==> config.mk <==
export PLATFORM = sky130hd
export DESIGN_NAME = trig_cond
export DESIGN_NICKNAME = d
export VERILOG_FILES = /design/src/include/trig_pkg.sv /design/src/rtl/trig_cond.sv /design/src/rtl/us_tick.sv /design/src/rtl/in_debounce.sv
export VERILOG_INCLUDE_DIRS = /design/src /design/src/include
export SDC_FILE = /design/constraint.sdc
export NUM_CORES = 1
export LEC_CHECK = 0
export BUFFER_PORTS_ARGS = -buffer_cell sky130_fd_sc_hd__buf_2
export CAP_MARGIN = 20
export CORE_MARGIN = 4
export CORE_UTILIZATION = 45
export DETAILED_ROUTE_END_ITERATION = 8
export MAX_ROUTING_LAYER = met4
export PLACE_DENSITY_LB_ADDON = 0.12
export REMOVE_ABC_BUFFERS = 1
export SLEW_MARGIN = 20
export SYNTH_ARGS = -nofsm -noshare
export SYNTH_HDL_FRONTEND = slang
export SYNTH_SLANG_ARGS = --single-unit
==> constraint.sdc <==
create_clock -name CLOCK -period 2.5 [get_ports CLOCK]
set_input_delay 0.125 -clock CLOCK [delete_from_list [all_inputs] [get_ports CLOCK]]
set_output_delay 0.125 -clock CLOCK [all_outputs]
set_load 0.005 [all_outputs]
==> src/include/trig_regs.svh <==
/*
 * Register offsets, field positions, reset values and timing counts of the
 * trigger input conditioner.
 * Assumes a 100 MHz system clock and a word-wide register port.
 */
`ifndef TRIG_REGS_SVH
`define TRIG_REGS_SVH

// Byte offsets on the register port.
`define TRIG_CTRL_OFS      8'h00
`define TRIG_STRIKE_OFS    8'h04
`define TRIG_BURST_OFS     8'h08
`define TRIG_WAIT_OFS      8'h0C
`define TRIG_INCFG_OFS     8'h10
`define TRIG_STAT_OFS      8'h14

// Control register fields.
`define TRIG_CTRL_ALLOW    0
`define TRIG_CTRL_SRC_LSB  1
`define TRIG_CTRL_LEVEL    3
`define TRIG_CTRL_INDEX    4
`define TRIG_CTRL_NOTIFY   5

// Input configuration fields, applied to the input chosen by the index.
`define TRIG_INCFG_INVERT  0
`define TRIG_INCFG_LEN_LSB 8

// Status fields.
`define TRIG_STAT_LINE     0
`define TRIG_STAT_BUSY     1
`define TRIG_STAT_DROP     2

// Reset values.
`define TRIG_LEVEL_RST     1'b1
`define TRIG_BURST_RST     17'h00001
`define TRIG_LEN_RST       8'h01

// Timing: clock period and tick period in ns.
`define TRIG_CLK_NS        10
`define TRIG_TICK_NS       1000

`endif

==> src/include/trig_pkg.sv <==
/*
 * Types shared by the trigger input conditioner.
 * Assumes nothing beyond a SystemVerilog compiler.
 */
package trig_pkg;

    // Trigger origin codes.
    typedef enum logic [1:0] {
        SRC_IN0 = 2'h0,
        SRC_IN1 = 2'h1,
        SRC_SW  = 2'h2
    } src_t;

    // Acquisition sequencer states, one-hot.
    typedef enum logic [3:0] {
        ST_IDLE   = 4'h1,
        ST_WAIT   = 4'h2,
        ST_START  = 4'h4,
        ST_EXPOSE = 4'h8
    } state_t;

endpackage

==> src/rtl/trig_cond.sv <==
/*
 * Trigger input conditioner: two filtered inputs or a software strike start a
 * delayed burst of frames for the exposure sequencer.
 * Assumes the sequencer answers each EXPOSE_START with one EXPOSE_DONE pulse
 * at the end of that frame's exposure, and that all inputs are synchronous
 * except IN_LINE, which is synchronised inside.
 */
// The placing of the registers and the plain strobed port were decided locally.
`timescale 1ns/100ps
`default_nettype none

`include "trig_regs.svh"

module trig_cond
    import trig_pkg::*;
#(
    parameter int DELAY_W = 22,
    parameter int BURST_W = 17
) (
    input  wire logic        CLOCK,
    input  wire logic        RST,
    input  wire logic [7:0]  ADDR,
    input  wire logic [31:0] WDATA,
    input  wire logic        WR,
    input  wire logic        RD,
    output logic      [31:0] RDATA,
    input  wire logic [1:0]  IN_LINE,
    input  wire logic        EXPOSE_DONE,
    output logic             EXPOSE_START,
    output logic             ACQ_BUSY,
    output logic             DROP_PULSE
);
    localparam int TICK_DIV = `TRIG_TICK_NS / `TRIG_CLK_NS;

    logic               tick;
    logic [1:0]         line;
    logic [1:0]         filt;
    logic [1:0]         filt_d_r;
    logic [1:0]         in_hit;

    logic               trig_allow_r;
    src_t               trig_origin_sel_r;
    logic               trig_active_level_r;
    logic               in_index_r;
    logic               notify_r;
    logic [1:0]         in_line_invert_r;
    logic [7:0]         in_line_filter_len_r [2];
    logic [BURST_W-1:0] frame_burst_count_r;
    logic [DELAY_W-1:0] trig_wait_us_r;
    logic               drop_r;

    state_t             state_r;
    state_t             state_nxt;
    logic [DELAY_W-1:0] wait_cnt_r;
    logic [BURST_W-1:0] frames_left_r;
    logic               sw_trig_strike;
    logic               trig_event;
    logic               trig_take;
    logic               trig_drop;
    logic               busy;
    logic [31:0]        rd_val;

    // The burst counter holds 65536 and the delay must fit a word.
    generate
        if (BURST_W < 17 || BURST_W > 31) begin : g_chk_burst
            $error("trig_cond: BURST_W must be 17 to 31");
        end
        if (DELAY_W < 1 || DELAY_W > 32) begin : g_chk_delay
            $error("trig_cond: DELAY_W must be 1 to 32");
        end
    endgenerate

    // Microsecond tick shared by both filters and the delay.
    us_tick #(
        .DIV (TICK_DIV)
    ) u_tick (
        .clk  (CLOCK),
        .rst  (RST),
        .tick (tick)
    );

    // One filter per input, each with its own polarity and length.
    for (genvar i = 0; i < 2; i++) begin : g_in
        in_debounce #(
            .LEN_W (8)
        ) u_flt (
            .clk    (CLOCK),
            .rst    (RST),
            .tick   (tick),
            .din    (IN_LINE[i]),
            .invert (in_line_invert_r[i]),
            .len    (in_line_filter_len_r[i]),
            .line   (line[i]),
            .dout   (filt[i])
        );
    end

    // Register writes. Per-input fields go to the input the index names.
    always_ff @(posedge CLOCK) begin
        if (RST) begin
            trig_allow_r            <= 1'b0;
            trig_origin_sel_r       <= SRC_IN0;
            trig_active_level_r     <= `TRIG_LEVEL_RST;
            in_index_r              <= 1'b0;
            notify_r                <= 1'b0;
            in_line_invert_r        <= 2'h0;
            in_line_filter_len_r[0] <= `TRIG_LEN_RST;
            in_line_filter_len_r[1] <= `TRIG_LEN_RST;
            frame_burst_count_r     <= BURST_W'(`TRIG_BURST_RST);
            trig_wait_us_r          <= '0;
        end else if (WR) begin
            case (ADDR)
                `TRIG_CTRL_OFS: begin
                    trig_allow_r        <= WDATA[`TRIG_CTRL_ALLOW];
                    trig_origin_sel_r   <= src_t'(WDATA[`TRIG_CTRL_SRC_LSB +: 2]);
                    trig_active_level_r <= WDATA[`TRIG_CTRL_LEVEL];
                    in_index_r          <= WDATA[`TRIG_CTRL_INDEX];
                    notify_r            <= WDATA[`TRIG_CTRL_NOTIFY];
                end
                `TRIG_BURST_OFS: begin
                    frame_burst_count_r <= WDATA[BURST_W-1:0];
                end
                `TRIG_WAIT_OFS: begin
                    trig_wait_us_r <= WDATA[DELAY_W-1:0];
                end
                `TRIG_INCFG_OFS: begin
                    in_line_invert_r[in_index_r]     <= WDATA[`TRIG_INCFG_INVERT];
                    in_line_filter_len_r[in_index_r] <= WDATA[`TRIG_INCFG_LEN_LSB +: 8];
                end
                default: begin
                end
            endcase
        end
    end

    // A strike counts only while software is the source.
    assign sw_trig_strike = WR && (ADDR == `TRIG_STRIKE_OFS) && WDATA[0]
                            && (trig_origin_sel_r == SRC_SW);

    // Filtered lines of the previous cycle, for entry into the active level.
    always_ff @(posedge CLOCK) begin
        if (RST) begin
            filt_d_r <= 2'h0;
        end else begin
            filt_d_r <= filt;
        end
    end

    // A line fires when it enters the chosen active level. Holding the level
    // does not re-fire, so a long pulse yields one burst only.
    assign in_hit[0] = (filt[0] == trig_active_level_r)
                       && (filt_d_r[0] != trig_active_level_r);
    assign in_hit[1] = (filt[1] == trig_active_level_r)
                       && (filt_d_r[1] != trig_active_level_r);

    // Source choice; the unused code never fires.
    always_comb begin
        case (trig_origin_sel_r)
            SRC_IN0: trig_event = in_hit[0];
            SRC_IN1: trig_event = in_hit[1];
            SRC_SW:  trig_event = sw_trig_strike;
            default: trig_event = 1'b0;
        endcase
    end

    assign busy      = (state_r != ST_IDLE);
    assign trig_take = trig_allow_r && trig_event && !busy;
    assign trig_drop = trig_allow_r && trig_event && busy;

    // Sequencer: delay, then one start per frame, each awaiting its done.
    always_comb begin
        case (state_r)
            ST_IDLE: begin
                if (!trig_take) begin
                    state_nxt = ST_IDLE;
                end else if (trig_wait_us_r == '0) begin
                    state_nxt = ST_START;
                end else begin
                    state_nxt = ST_WAIT;
                end
            end
            ST_WAIT: begin
                if (tick && wait_cnt_r == DELAY_W'(1)) begin
                    state_nxt = ST_START;
                end else begin
                    state_nxt = ST_WAIT;
                end
            end
            ST_START: begin
                state_nxt = ST_EXPOSE;
            end
            ST_EXPOSE: begin
                if (!EXPOSE_DONE) begin
                    state_nxt = ST_EXPOSE;
                end else if (frames_left_r > BURST_W'(1)) begin
                    state_nxt = ST_START;
                end else begin
                    state_nxt = ST_IDLE;
                end
            end
            default: begin
                state_nxt = ST_IDLE;
            end
        endcase
    end

    always_ff @(posedge CLOCK) begin
        if (RST) begin
            state_r <= ST_IDLE;
        end else begin
            state_r <= state_nxt;
        end
    end

    // Delay counts whole microsecond ticks, so the wait may run short by
    // less than one tick; finer timing would need a second counter.
    always_ff @(posedge CLOCK) begin
        if (RST) begin
            wait_cnt_r <= '0;
        end else if (trig_take) begin
            wait_cnt_r <= trig_wait_us_r;
        end else if (state_r == ST_WAIT && tick) begin
            wait_cnt_r <= wait_cnt_r - 1'b1;
        end
    end

    // Frames still owed; a count of zero is served as one.
    always_ff @(posedge CLOCK) begin
        if (RST) begin
            frames_left_r <= '0;
        end else if (trig_take) begin
            frames_left_r <= (frame_burst_count_r == '0) ? BURST_W'(1)
                                                         : frame_burst_count_r;
        end else if (state_r == ST_EXPOSE && EXPOSE_DONE) begin
            frames_left_r <= frames_left_r - 1'b1;
        end
    end

    // Registered sequencer outputs.
    always_ff @(posedge CLOCK) begin
        if (RST) begin
            EXPOSE_START <= 1'b0;
            ACQ_BUSY     <= 1'b0;
        end else begin
            EXPOSE_START <= (state_nxt == ST_START);
            ACQ_BUSY     <= (state_nxt != ST_IDLE);
        end
    end

    // Discard notice: sticky flag cleared by a write of one, set wins.
    always_ff @(posedge CLOCK) begin
        if (RST) begin
            drop_r <= 1'b0;
        end else if (trig_drop) begin
            drop_r <= 1'b1;
        end else if (WR && ADDR == `TRIG_STAT_OFS && WDATA[`TRIG_STAT_DROP]) begin
            drop_r <= 1'b0;
        end
    end

    // The pulse is sent only when software asked for notice.
    always_ff @(posedge CLOCK) begin
        if (RST) begin
            DROP_PULSE <= 1'b0;
        end else begin
            DROP_PULSE <= trig_drop && notify_r;
        end
    end

    // Read multiplexer.
    always_comb begin
        rd_val = 32'h0000_0000;
        case (ADDR)
            `TRIG_CTRL_OFS: begin
                rd_val[`TRIG_CTRL_ALLOW]          = trig_allow_r;
                rd_val[`TRIG_CTRL_SRC_LSB +: 2]   = trig_origin_sel_r;
                rd_val[`TRIG_CTRL_LEVEL]          = trig_active_level_r;
                rd_val[`TRIG_CTRL_INDEX]          = in_index_r;
                rd_val[`TRIG_CTRL_NOTIFY]         = notify_r;
            end
            `TRIG_BURST_OFS: begin
                rd_val[BURST_W-1:0] = frame_burst_count_r;
            end
            `TRIG_WAIT_OFS: begin
                rd_val[DELAY_W-1:0] = trig_wait_us_r;
            end
            `TRIG_INCFG_OFS: begin
                rd_val[`TRIG_INCFG_INVERT]        = in_line_invert_r[in_index_r];
                rd_val[`TRIG_INCFG_LEN_LSB +: 8]  = in_line_filter_len_r[in_index_r];
            end
            `TRIG_STAT_OFS: begin
                rd_val[`TRIG_STAT_LINE] = line[in_index_r];
                rd_val[`TRIG_STAT_BUSY] = busy;
                rd_val[`TRIG_STAT_DROP] = drop_r;
            end
            default: begin
                rd_val = 32'h0000_0000;
            end
        endcase
    end

    // Read data stand for one cycle after the strobe, zero otherwise.
    always_ff @(posedge CLOCK) begin
        if (RST) begin
            RDATA <= 32'h0000_0000;
        end else begin
            RDATA <= RD ? rd_val : 32'h0000_0000;
        end
    end

endmodule

`default_nettype wire

==> src/rtl/us_tick.sv <==
/*
 * Divider that pulses one cycle in every DIV cycles.
 * Assumes one free running clock and a synchronous active high reset.
 */
`timescale 1ns/100ps
`default_nettype none

module us_tick #(
    parameter int DIV = 100
) (
    input  wire logic clk,
    input  wire logic rst,
    output logic      tick
);
    localparam int W = $clog2(DIV);

    logic [W-1:0] cnt_r;

    // A divide of one would need a zero-width counter.
    generate
        if (DIV < 2) begin : g_chk
            $error("us_tick: DIV must be at least 2");
        end
    endgenerate

    // Free running count; the tick marks the wrap.
    always_ff @(posedge clk) begin
        if (rst) begin
            cnt_r <= '0;
            tick  <= 1'b0;
        end else if (cnt_r == W'(DIV - 1)) begin
            cnt_r <= '0;
            tick  <= 1'b1;
        end else begin
            cnt_r <= cnt_r + 1'b1;
            tick  <= 1'b0;
        end
    end

endmodule

`default_nettype wire

==> src/rtl/in_debounce.sv <==
/*
 * One general input: two-flop synchroniser, polarity, debounce filter.
 * Assumes a one-cycle tick every microsecond from the block's divider.
 */
`timescale 1ns/100ps
`default_nettype none

module in_debounce #(
    parameter int LEN_W = 8
) (
    input  wire logic             clk,
    input  wire logic             rst,
    input  wire logic             tick,
    input  wire logic             din,
    input  wire logic             invert,
    input  wire logic [LEN_W-1:0] len,
    output logic                  line,
    output logic                  dout
);
    logic             s1_r;
    logic             s2_r;
    logic             lvl;
    logic [LEN_W-1:0] cnt_r;
    logic [LEN_W-1:0] need;

    generate
        if (LEN_W < 1 || LEN_W > 16) begin : g_chk
            $error("in_debounce: LEN_W out of range");
        end
    endgenerate

    // The first flop feeds only the second.
    always_ff @(posedge clk) begin
        if (rst) begin
            s1_r <= 1'b0;
            s2_r <= 1'b0;
        end else begin
            s1_r <= din;
            s2_r <= s1_r;
        end
    end

    assign line = s2_r;
    assign lvl  = s2_r ^ invert;
    // A length of zero would pass glitches, so it acts as one.
    assign need = (len == '0) ? LEN_W'(1) : len;

    // The output follows only after the new level held for need ticks.
    always_ff @(posedge clk) begin
        if (rst) begin
            cnt_r <= '0;
            dout  <= 1'b0;
        end else if (lvl == dout) begin
            cnt_r <= '0;
        end else if (tick) begin
            if (cnt_r + 1'b1 >= need) begin
                dout  <= lvl;
                cnt_r <= '0;
            end else begin
                cnt_r <= cnt_r + 1'b1;
            end
        end
    end

endmodule

`default_nettype wire

# == Word level (Yosys, flattened, before mapping) ==
# Memory sizes are Yosys's and may differ from the RTL's. A register that Yosys moved wholly into a read port is not among the register bits.
# Cells that the tools add are included.
# totals
input_bits,47
out_inout_bits,35
memories,1
reg_bits,158
ramBits,16
word_cells,148
# op_classes
n_mux,43
n_eq_ne,22
bitwise_logic,6
magnitude_cmp,5
n_reduce_logical,37
n_addsub,5
# memory_table
name,depth,width,read_ports,rd_clocked_by_memory_dff,write_ports,line,text
in_line_filter_len_r,2,8,3,1,2,trig_cond.sv:47,logic [7:0] in_line_filter_len_r [2];
# ops
cell,count
17-bit 2-to-1 mux,3
22-bit 2-to-1 mux,2
8-bit 2-to-1 mux,5
8-bit zero test,3
8-bit case mux with 3 select lines,1
22-bit by 1-bit equality test with 1-bit output (second input constant),1
22-bit zero test,1
22-bit by 1-bit subtractor with 22-bit output (second input constant),1
1-bit 2-to-1 mux,18
17-bit by 1-bit > comparator with 1-bit output (second input constant),1
17-bit zero test,1
17-bit by 1-bit subtractor with 17-bit output (second input constant),1
8-bit by 1-bit adder with 8-bit output (second input constant),2
8-bit by 4-bit equality test with 1-bit output (second input constant),2
8-bit by 5-bit equality test with 1-bit output (second input constant),2
8-bit >= comparator,2
4-bit case mux with 4 select lines,1
1-bit logical AND,15
3-bit 2-to-1 mux,4
3-bit case mux with 3 select lines,1
4-bit by 3-bit equality test with 1-bit output (second input constant),2
8-bit by 3-bit equality test with 1-bit output (second input constant),1
4-bit by 1-bit != test with 1-bit output (second input constant),2
2-bit case mux with 4 select lines,1
28 further kinds,45

# == Depth between registers and ports, before layout ==
# Gate-level depths: netlist (run 1).
# logic_depth
depth_word,10
ltp_mapped,11
ltp_nobuf,10

# == By module ==
# From an unflattened synthesis (run 1), not the netlist that was laid out.
# unflattened
hier_cells,918
hier_area_um2,8006.4
# by_module_without_submodules
mod,seq_area_each_um2,cells_per_inst,n_inst,area_per_inst_um2
trig_cond,2862.7,705,1,6170.9
in_debounce,220.2,90,2,749.5
us_tick,160.2,33,1,336.6

# == Worst setup path after synthesis (run 1) ==
# OpenSTA, ideal clock, no wires.
# synth_path
kind,reg-to-reg
from,reg g_in[1].u_flt.cnt_r[2]
to,reg g_in[1].u_flt.cnt_r[2]
path_stages_with_launch,12
slack_ns,0.260
t_required_ns,2.426
path_buffers,1
setup_ns,0.074
period_less_slack_ns,2.240
t_arrival_ns,2.165
path_cell_list,dfxtp_1 -> nand3_1 -> nor2_1 -> nand3_1 -> xnor2_1 -> ha_1 -> a21oi_1 -> o21ai_0 -> a21oi_1 -> clkbuf_1 -> nand4b_1 -> a31oi_1
# synth_between
elab_chain_cells,3
# synth_rtl
element,line,text
"start, declared",in_debounce.sv:23,logic [LEN_W-1:0] cnt_r;
"start signal, assigned",in_debounce.sv:60,cnt_r <= cnt_r + 1'b1;
8-bit by 1-bit adder with 8-bit output *,"in_debounce.sv:56, in_debounce.sv:60",
8-bit >= comparator,in_debounce.sv:56,if (cnt_r + 1'b1 >= need) begin
8-bit 2-to-1 mux *,in_debounce.sv:56,
# Every way passes the cells marked *; elsewhere a longest branch is shown, timed or not.
# A chain may end at the register's enable or synchronous reset.

# == Worst setup path after layout (run 1) ==
# layout_path
from,reg g_in[0].u_flt.cnt_r[0]
to,reg g_in[0].u_flt.cnt_r[2]
# layout_between
elab_chain_cells,3
# layout_rtl
element,line
"start, declared",in_debounce.sv:23
"start signal, assigned",in_debounce.sv:60
8-bit by 1-bit adder with 8-bit output *,"in_debounce.sv:56, in_debounce.sv:60"
8-bit >= comparator,in_debounce.sv:56
8-bit 2-to-1 mux *,in_debounce.sv:56
# Marked as above.

==> impl_metrics.tcl, run 1 <==
set metrics [dict create \
    worst_setup_path_start_kind "flip-flop" \
    ys_types 66 \
    syn_area_sq_um 8090 \
    groute.usage.overall_pct 23.32 \
    async_flop_share_pct 0 \
    rows 48 \
    drt_first_pass_iters 8 \
    critPathCaptureType "flip-flop" \
    numPortBuffers 61 \
    cts_tree "built" \
    max-cap-violations 0 \
    floorplan.io_pins 82 \
    tritoncts.num_buffers 17 \
    final_critical_path_setup_slack_ns 0.1799 \
    yosys.area.top_type_share_pct 36.87 \
    floorplan.die.height_um 142.1 \
    avg_inst_size_synth_sq_um 8.349 \
    clock-sinks 165 \
    ys_top_cells_by_area "dfxtp_1 (37%), nand2_1 (6.8%), edfxtp_1 (5.9%), a21oi_1 (5.6%), ha_1 (3.6%)" \
    vias_after_detailed_routing 7418 \
    synth_ff_type "dfxtp_1" \
    antenna_violating_nets_post_route 0 \
    synthTopCellsByCount "dfxtp_1 (149), nand2_1 (147), a21oi_1 (90)" \
    drt_drc_violations_left 0 \
    critPathTopFamily "simple AND/OR/NAND/NOR gates" \
    final-hold-violation-count 0 \
    critical_path.slowest_cell "dfxtp_2" \
    cell_taking_the_most_area_after_synthesis "dfxtp_1" \
    grt_max_degree 111 \
    worst_slack_at_placement_ns 0.1144 \
    crit_type "flip-flop to flip-flop" \
    global_placement_routability_congestion 0.8667 \
    num_antenna_cells 0 \
    max_freq_mhz 431.0 \
    coreArea_sq_um 17480 \
    worst_ep_arrival_time_ns 2.66 \
    routedWlPerCell_um 17.41 \
    drt_iter0_markers 656 \
    power_dens_cells_nw_per_um2 575.1 \
    antenna_found_initial 0 \
    grt.overflow.total 0 \
    first_global_vias 6843 \
    cell_by_cell_trace_of_the_critical_path "ha_2 > nand3_1 > nor2_1 > xor2_1 > ha_1 > nand2_1 > o21ai_0 > a21oi_1 > buf_4 > nand4b_1 > a31oi_1" \
    cts_max_level 4 \
    total_wirelength_of_the_detailed_routed_design_um 22720 \
    final_nets 1137 \
    dp_hpwl_um 16050 \
    dp.cells 1248 \
    status "complete, no violations" \
    timing.clock.skew_ns 0.008081 \
    post_synth_inst_count 969 \
    global_route_wire_length_before_repair_um 36520 \
    final-instance-count-excl-fill 1305 \
    drive_above_1_share_pct 15.65 \
    worst_path_largest_cell_delay_ns 0.36 \
    vdd.ir_drop.worst_v 0.0004435 \
    start_util_pct 46.29 \
    root_driver "clkbuf_16" \
    tightestPinTransition_ns 0.7229 \
    hp-class "primary input to flip-flop" \
    synth_warnings 0 \
    synth.ff_latch_count 165 \
    timing.final.crit_period_ns 2.320 \
    slew-limit-headroom_pct 51.70 \
    clock_latency_ns 0.43 \
    vias_per_inst 5.684 \
    area_growth_syn_to_layout_pct 19.59 \
    number_of_buffers_and_inverters_on_the_critical_path 1 \
    synth-edff-count 16 \
    cp_data_required_time_ns 2.84 \
    fin_util_pct 55.36 \
    cts-root-to-sink-buffers 2 \
    fin_crit_sh_pct 92.80 \
    static-leakage-power_nw 3.565 \
    seq_area_frac_synth_pct 42.81 \
    cp_max_fo 9 \
    synthMostInstantiatedCell "dfxtp_1" \
    die_w_um 142.1 \
    worst_setup_hold_path_clk_slew_ns 0.07 \
    setup_viol_count_final 0 \
    timing_max_transition_violations_final 0 \
    die_area_sq_um 20190 \
]
==> metrics by stage <==
stage               hold WS (ns)  power [mW]  setup TNS (ns)  area, sq um
floorplan                 0.1917       2.817          -25.74         7828
global placement          0.3344       2.930               0         8821
detailed placement        0.3391       2.931               0         8821
CTS                      0.01598       5.608               0         9649
global route             0.02710       5.752        -0.05385         9676
finish                   0.03764       5.565               0         9676
==> cell usage in the layout (no fill, tap or decap), types with 9 or more instances in the layout <==
master	count
a31oi_1	29
nor4_1	24
buf_4	48
clkbuf_16	17
or3_1	10
dlygate4sd3_1	23
a22oi_1	15
nand3b_1	10
edfxtp_1	16
a21oi_1	90
xor2_1	20
o21ai_0	48
conb_1	10
nor3_1	24
nand3_1	40
nand2_1	147
inv_1	32
ha_1	21
and2_1	23
xnor2_1	15
buf_2	60
nor2_1	47
a211oi_1	14
nand4_1	21
nor2b_1	9
dfxtp_1	146
nor3b_1	11
==> worst paths after layout <==
kind / endpoint / cells past startpoint / slack [ns] / startpoint
setup / recovery: g_in[0].u_flt.cnt_r[2] / 11 / 0.18 / g_in[0].u_flt.cnt_r[0]
hold / removal: trig_wait_us_r[0] / 3 / 0.04 / WDATA[0]
setup reg to reg: g_in[0].u_flt.cnt_r[2] / 11 / 0.18 / g_in[0].u_flt.cnt_r[0]
hold reg to reg: g_in[0].u_flt.line / 1 / 0.44 / g_in[0].u_flt.s1_r
==> worst reg2reg max path: stages, from the launching register on <==
cell and delay [ns]:
dfxtp_2 0.36, ha_2 0.22, nand3_1 0.16, nor2_1 0.17
xor2_1 0.22, ha_1 0.26, nand2_1 0.08, o21ai_0 0.08
a21oi_1 0.17, buf_4 0.20, nand4b_1 0.11, a31oi_1 0.20
==> area by class of cell <==
| type | count | area [sq um] |
|---|---|---|
| clock buffer | 19 | 452.9 |
| clock inverter | 13 | 145.1 |
| fill | 1605 | 7801 |
| inverter | 32 | 120.1 |
| multi-input combinational | 717 | 4258 |
| sequential | 165 | 3467 |
| tap | 225 | 281.5 |
| timing repair buffer | 134 | 950.9 |
==> logic make-up after synthesis <==
kind of cell / after synthesis / synth area share [%]
AO/OA/AOI/OAI: 224 / 16.55
XOR/XNOR: 35 / 3.789
adder cells (fa/ha/maj): 23 / 3.557
buffers and inverters: 96 / 5.150
flip-flops: 165 / 42.81
multiplexers: 6 / 0.7733
other: 1 / 0.04635
AND/OR/NAND/NOR: 419 / 27.33
==> power by group <==
group	switching, mW	total, mW	internal (mW)
logic	0.120	0.202	0.0818
clock network	1.13	2.66	1.54
registers	0.0128	2.70	2.69
total	1.26	5.56	4.31
==> repair_timing <==
action	in CTS	in global routing
hold buffers	23	0
endpoints found under the hold margin	43	0
setup buffers	0	2
resized for setup	0	6
setup endpoints to repair	0	14
==> registers in the layout, indices dropped and copies added, names as in the netlist, 4 cells and up, named ones only <==
register and flops:
RDATA 22, state_r 4, frames_left_r 17, wait_cnt_r 22, u_tick.cnt_r 7, frame_burst_count_r 17, g_in.u_flt.cnt_r 16, trig_wait_us_r 22
in_line_filter_len_r 16
==> metal layers <==
layer  global-route usage, %  part of all wire (%)  up-vias
met5                       -                     0        -
met4                   5.253                   1.3        0
met3                   4.570                   6.6       25
met2                   34.73                    44      239
met1                   32.91                    48     3490
li1                        -                     -     3664
No activity file was read; power rests on OpenSTA's default activity.
==> inputs of run 2 (changes only) <==
- CORE_ASPECT_RATIO: unset -> 1.5
==> run 2 against run 1 <==
Sequential share of layout area is 0.53 points higher. Total power decreased by 4.6%. Critical path depth unchanged. Maximum frequency up 3.0%. Clock skew increased by 0.00095 ns. Die area grew 0.22%. Wire length rose by 2.4%. Combinational power about the same. Largest cell class unchanged.
==> impl_metrics.tcl, run 2 (same netlist as run 1, synthesis figures left out) <==
set metrics [dict create \
    cp_max_fo 9 \
    die_area_sq_um 20230 \
    comb_power_share_pct 3.8 \
    drt_first_pass_iters 6 \
    worst_setup_path_start_kind "flip-flop" \
    fillCellCount 1646 \
    worst_ep_arrival_time_ns 2.60 \
    grt.overflow.total 0 \
    cp_data_required_time_ns 2.85 \
    antenna_violating_nets_post_route 0 \
    swShare_pct 22.61 \
    timing.final.crit_period_ns 2.252 \
    coreArea_sq_um 17500 \
    drt_iter0_markers 579 \
    floorplan.io_pins 82 \
    detailed_place.area_sq_um 8753 \
    worstHoldStart "WDATA[0]" \
    max_freq_mhz 444.1 \
    final-instance-count-excl-fill 1289 \
    tritoncts.num_buffers 17 \
    tightestPinTransition_ns 0.7171 \
    worst_setup_hold_path_clk_slew_ns 0.06 \
    pwr-share-seq_pct 50.8 \
    first_global_vias 7064 \
    die_w_um 117.5 \
    grt_setup_unrepaired "no" \
    critPathCaptureType "flip-flop" \
    reg.largest.list "RDATA: 22 flops, trig_wait_us_r: 22 flops, wait_cnt_r: 22 flops" \
    max-cap-violations 0 \
    routedWlPerCell_um 18.05 \
    cts-root-to-sink-buffers 2 \
    mostFrequentLayoutCell "nand2_1" \
    layout.cells.most_common_list "nand2_1 (147), dfxtp_1 (145), a21oi_1 (90)" \
    timing_max_transition_violations_final 0 \
    r2r-start "g_in[1].u_flt.cnt_r[0]" \
    slew-limit-headroom_pct 52.08 \
    sequential_cell_area_sq_um 3468 \
    power_dens_cells_nw_per_um2 556.8 \
    power_report.internal_total_mw 4.110 \
    timing.clock.skew_ns 0.009036 \
    final_nets 1133 \
    hp-class "primary input to flip-flop" \
    vias_after_detailed_routing 7426 \
    cts_tree "built" \
    fin_crit_sh_pct 90.06 \
    crit_type "flip-flop to flip-flop" \
    status "complete, no violations" \
    report.power.total_mw 5.310 \
    static-leakage-power_nw 3.510 \
    tns_ns 0 \
    power.share.clock_pct 45.4 \
    total_wirelength_of_the_detailed_routed_design_um 23270 \
    final-hold-violation-count 0 \
    clock_latency_ns 0.43 \
    antenna_found_initial 0 \
    cts_max_level 4 \
    num_antenna_cells 0 \
    cts_post_setup_buffers_inserted 0 \
    total_area_of_multi_input_combinational_cells_sq_um 4265 \
    area_growth_syn_to_layout_pct 17.89 \
    vdd.ir_drop.worst_v 0.0004256 \
    groute.usage.overall_pct 23.93 \
    power.net_switching_mw 1.200 \
    dp_hpwl_um 16880 \
    numPortBuffers 61 \
    vias_per_inst 5.761 \
    setup_viol_count_final 0 \
    drt_drc_violations_left 0 \
    floorplan.die.height_um 172.2 \
    drive_above_1_share_pct 15.24 \
    rows 59 \
    dp.cells 1234 \
    global_placement_routability_congestion 0.8910 \
    root_driver "clkbuf_16" \
    final_area_sq_um 9538 \
    global_route_wire_length_before_repair_um 37580 \
    cp-startpoint "g_in[1].u_flt.cnt_r[0]" \
    finalHoldWorstSlack_ns 0.02657 \
    start_util_pct 46.24 \
    grt_max_degree 40 \
    clock-sinks 165 \
]
## run 2: cell types whose count changed in the layout (fill, tap and decap cells not counted), sizes merged
cell and change:
buf -4, bufinv -2, clkbuf +4, clkinvlp +2
inv -4
## run 2: worst paths after layout
path / cells past startpoint / slack [ns] / end
hold reg to reg: 1 / 0.44 / g_in[0].u_flt.line
setup reg to reg: 11 / 0.25 / g_in[1].u_flt.cnt_r[2]
setup / recovery: 11 / 0.25 / g_in[1].u_flt.cnt_r[2]
hold / removal: 3 / 0.03 / trig_wait_us_r[0]
## run 2: power groups by stage
stage	registers [mW]	logic (mW)	clock network, mW
detailed placement	2.76	0.172	0
global route	2.70	0.220	2.55
finish	2.70	0.200	2.41
global placement	2.76	0.172	0
floorplan	2.75	0.0630	0
CTS	2.70	0.200	2.45
## run 2: per-stage QoR
step	worst slack (ns)	util [%]
finish	0.2485	54.52
CTS	0.1352	54.40
detailed placement	0.1740	50.03
global placement	0.2004	50.03
floorplan	-1.093	-
global route	0.009073	54.52
## run 2: worst max-delay path, cell delays in order, from the launching register on
cell	delay, ns
dfxtp_2	0.37
ha_2	0.22
nand3_1	0.16
nor2_1	0.17
xor2_1	0.23
ha_1	0.27
nand2_1	0.07
o21ai_0	0.07
a21oi_1	0.17
buf_4	0.19
nand4b_1	0.10
a31oi_1	0.15
## run 2: cell type report
| class | instances | area share [%] |
|---|---|---|
| inverters | 32 | 1.259 |
| well taps | 213 | 2.794 |
| clock inverters | 9 | 0.5903 |
| clock buffers | 23 | 5.011 |
| multi-input cells | 717 | 44.72 |
| flip-flops and latches | 165 | 36.36 |
| repair buffers | 130 | 9.261 |
## run 2: repair_timing
item | 4_1_cts | 5_1_grt
endpoints found under the setup margin | 0 | 16
resized for setup | 0 | 8
hold buffers | 23 | 0
hold endpoints to repair | 41 | 0
## run 2: metal layers
| layer | routed length [um] | vias up | global-route usage, % |
|---|---|---|---|
| met2 | 12230 | 202 | 43.58 |
| met3 | 916 | 29 | 3.141 |
| met1 | 9686 | 3556 | 27.57 |
| li1 | - | 3639 | - |
| met5 | 0 | - | - |
| met4 | 432 | 0 | 7.500 |
==> inputs of run 3 (changes only) <==
- CORE_UTILIZATION: 45 -> 55
==> run 3 against run 2 <==
Clock power is 6% higher. Worst setup slack got worse by 0.047 ns. Maximum frequency fell by 2.1%. Via count decreased by 0.54%. Highest routed layer unchanged. Count of clock-buffer cells in the layout rose by 1. Sequential share of layout area hardly changed. Largest power group unchanged. Combinational power barely moved. Clock skew is essentially flat. Final cell count is 1.8% lower. Worst hold slack lost 0.0043 ns.
==> impl_metrics.tcl, run 3 (same netlist as run 1, synthesis figures left out) <==
set metrics [dict create \
    worstRegToRegCells 5 \
    finalHoldWorstSlack_ns 0.02232 \
    rows 54 \
    critPathCaptureType "flip-flop" \
    timing.final.crit_period_ns 2.299 \
    tightestPinTransition_ns 0.7154 \
    pwr-share-seq_pct 49.5 \
    first_global_vias 7155 \
    hp-class "primary input to flip-flop" \
    vias_per_inst 5.834 \
    die_area_sq_um 16750 \
    grt_util_met3_pct 4.664 \
    grt_max_degree 72 \
    start_util_pct 55.95 \
    worst_slack_at_placement_ns 0.2021 \
    reg.largest.list "RDATA: 22 flops, trig_wait_us_r: 22 flops, wait_cnt_r: 22 flops" \
    area_growth_syn_to_layout_pct 18.00 \
    cts-root-to-sink-buffers 2 \
    timing.clock.skew_ns 0.009324 \
    antenna_found_initial 0 \
    clock_latency_ns 0.43 \
    status "complete, no violations" \
    worst_hold_path.endpoint "trig_wait_us_r[0]" \
    antenna_violating_nets_post_route 0 \
    drive_above_1_share_pct 14.95 \
    grt.overflow.total 0 \
    cts_tree "built" \
    routedWlPerCell_um 17.68 \
    hold_path_depth 3 \
    worst_setup_path_start_kind "flip-flop" \
    r2r_setup_slack_ns 0.20 \
    power_dens_cells_nw_per_um2 570.8 \
    die_w_um 107.0 \
    worst_ep_arrival_time_ns 2.60 \
    max_freq_mhz 435.0 \
    floorplan.die.height_um 156.5 \
    final-instance-count-excl-fill 1266 \
    static-leakage-power_nw 3.503 \
    drt_drc_violations_left 0 \
    tns_ns 0 \
    drt_first_pass_iters 5 \
    grt_util_met1_pct 30.86 \
    r2r-start "frames_left_r[9]" \
    coreArea_sq_um 14460 \
    clock-sinks 165 \
    mostFrequentLayoutCell "nand2_1" \
    comb_power_share_pct 3.7 \
    global_route_wire_length_before_repair_um 35790 \
    worstHoldStart "WDATA[0]" \
    groute.usage.overall_pct 28.04 \
    layout.cells.most_common_list "nand2_1 (147), dfxtp_1 (144), a21oi_1 (90)" \
    root_driver "clkbuf_16" \
    num_antenna_cells 0 \
    dp.cells 1211 \
    power_report.internal_total_mw 4.246 \
    cts_max_level 4 \
    setup_viol_count_final 0 \
    final-hold-violation-count 0 \
    final_nets 1127 \
    total_wirelength_of_the_detailed_routed_design_um 22380 \
    timing_max_transition_violations_final 0 \
    power.share.clock_pct 46.8 \
    numPortBuffers 61 \
    worst_setup_hold_path_clk_slew_ns 0.07 \
    slew-limit-headroom_pct 52.13 \
    cp_data_required_time_ns 2.80 \
    gr-max-usage-layer "met2" \
    floorplan.io_pins 82 \
    global_placement_routability_congestion 0.8901 \
    fin_crit_sh_pct 91.95 \
    fin_util_pct 66.03 \
    swShare_pct 22.09 \
    crit_type "flip-flop to flip-flop" \
    final_critical_path_setup_slack_ns 0.2013 \
    max-cap-violations 0 \
    tritoncts.num_buffers 17 \
    crit-reg2reg-capture "state_r[2]" \
    dp_hpwl_um 16180 \
    vias_after_detailed_routing 7386 \
    power.net_switching_mw 1.204 \
    drt_iter0_markers 647 \
    gr-usage-met2_pct 49.60 \
    cp_max_fo 5 \
    vdd.ir_drop.worst_v 0.0003760 \
]
-- run 3: worst max-delay path by stage --
stage                              to                  startpoint  slack (ns)
2_1_floorplan           wait_cnt_r[0]                  state_r[1]       -1.09
3_3_place_gp   g_in[1].u_flt.cnt_r[2]      g_in[1].u_flt.cnt_r[0]        0.20
3_5_place_dp   g_in[1].u_flt.cnt_r[2]      g_in[1].u_flt.cnt_r[2]        0.20
4_1_cts        g_in[1].u_flt.cnt_r[2]      g_in[1].u_flt.cnt_r[2]        0.17
5_1_grt        g_in[0].u_flt.cnt_r[2]  in_line_filter_len_r[0][5]      -0.001
6_report                   state_r[2]            frames_left_r[9]        0.20
-- run 3: worst max-delay path, cell delays in order, from the launching register on --
cell,delay [ns]
dfxtp_1,0.34
or4_1,0.61
nor3b_1,0.51
a31oi_1,0.19
a211oi_1,0.45
nor4_1,0.08
-- run 3: repair_timing --
| item | in CTS | in global routing |
|---|---|---|
| gates resized for setup | 0 | 9 |
| hold endpoints to repair | 43 | 0 |
| setup buffers | 0 | 0 |
| endpoints found under the setup margin | 0 | 14 |
| hold buffers | 23 | 0 |
-- run 3: cell type report --
type                    count  area [sq um]
clock buffers              24         524.3
clock inverters             8         60.06
fillers                  1256          4912
inverters                  32         120.1
multi-input cells         717          4264
flip-flops and latches    165          3470
well taps                 196         245.2
repair buffers            124         863.3
-- run 3: stage by stage --
step,total power [mW],instance area [sq um]
2_1_floorplan,2.817,7828
3_3_place_gp,2.927,8712
3_5_place_dp,2.928,8712
4_1_cts,5.490,9527
5_1_grt,5.614,9547
6_report,5.449,9547
-- run 3: power groups by stage --
stage | clock [mW] | combinational [mW] | sequential [mW]
floorplan | 0 | 0.0630 | 2.75
global placement | 0 | 0.169 | 2.76
detailed placement | 0 | 0.170 | 2.76
CTS | 2.59 | 0.199 | 2.70
global route | 2.69 | 0.221 | 2.70
finish | 2.55 | 0.202 | 2.70
-- run 3: metal layers --
layer	wire, um	part of all wire, %	up-vias
met3	1082	4.8	53
li1	-	-	3637
met5	0	0	-
met4	871	3.9	0
met1	8677	39	3469
met2	11750	53	227
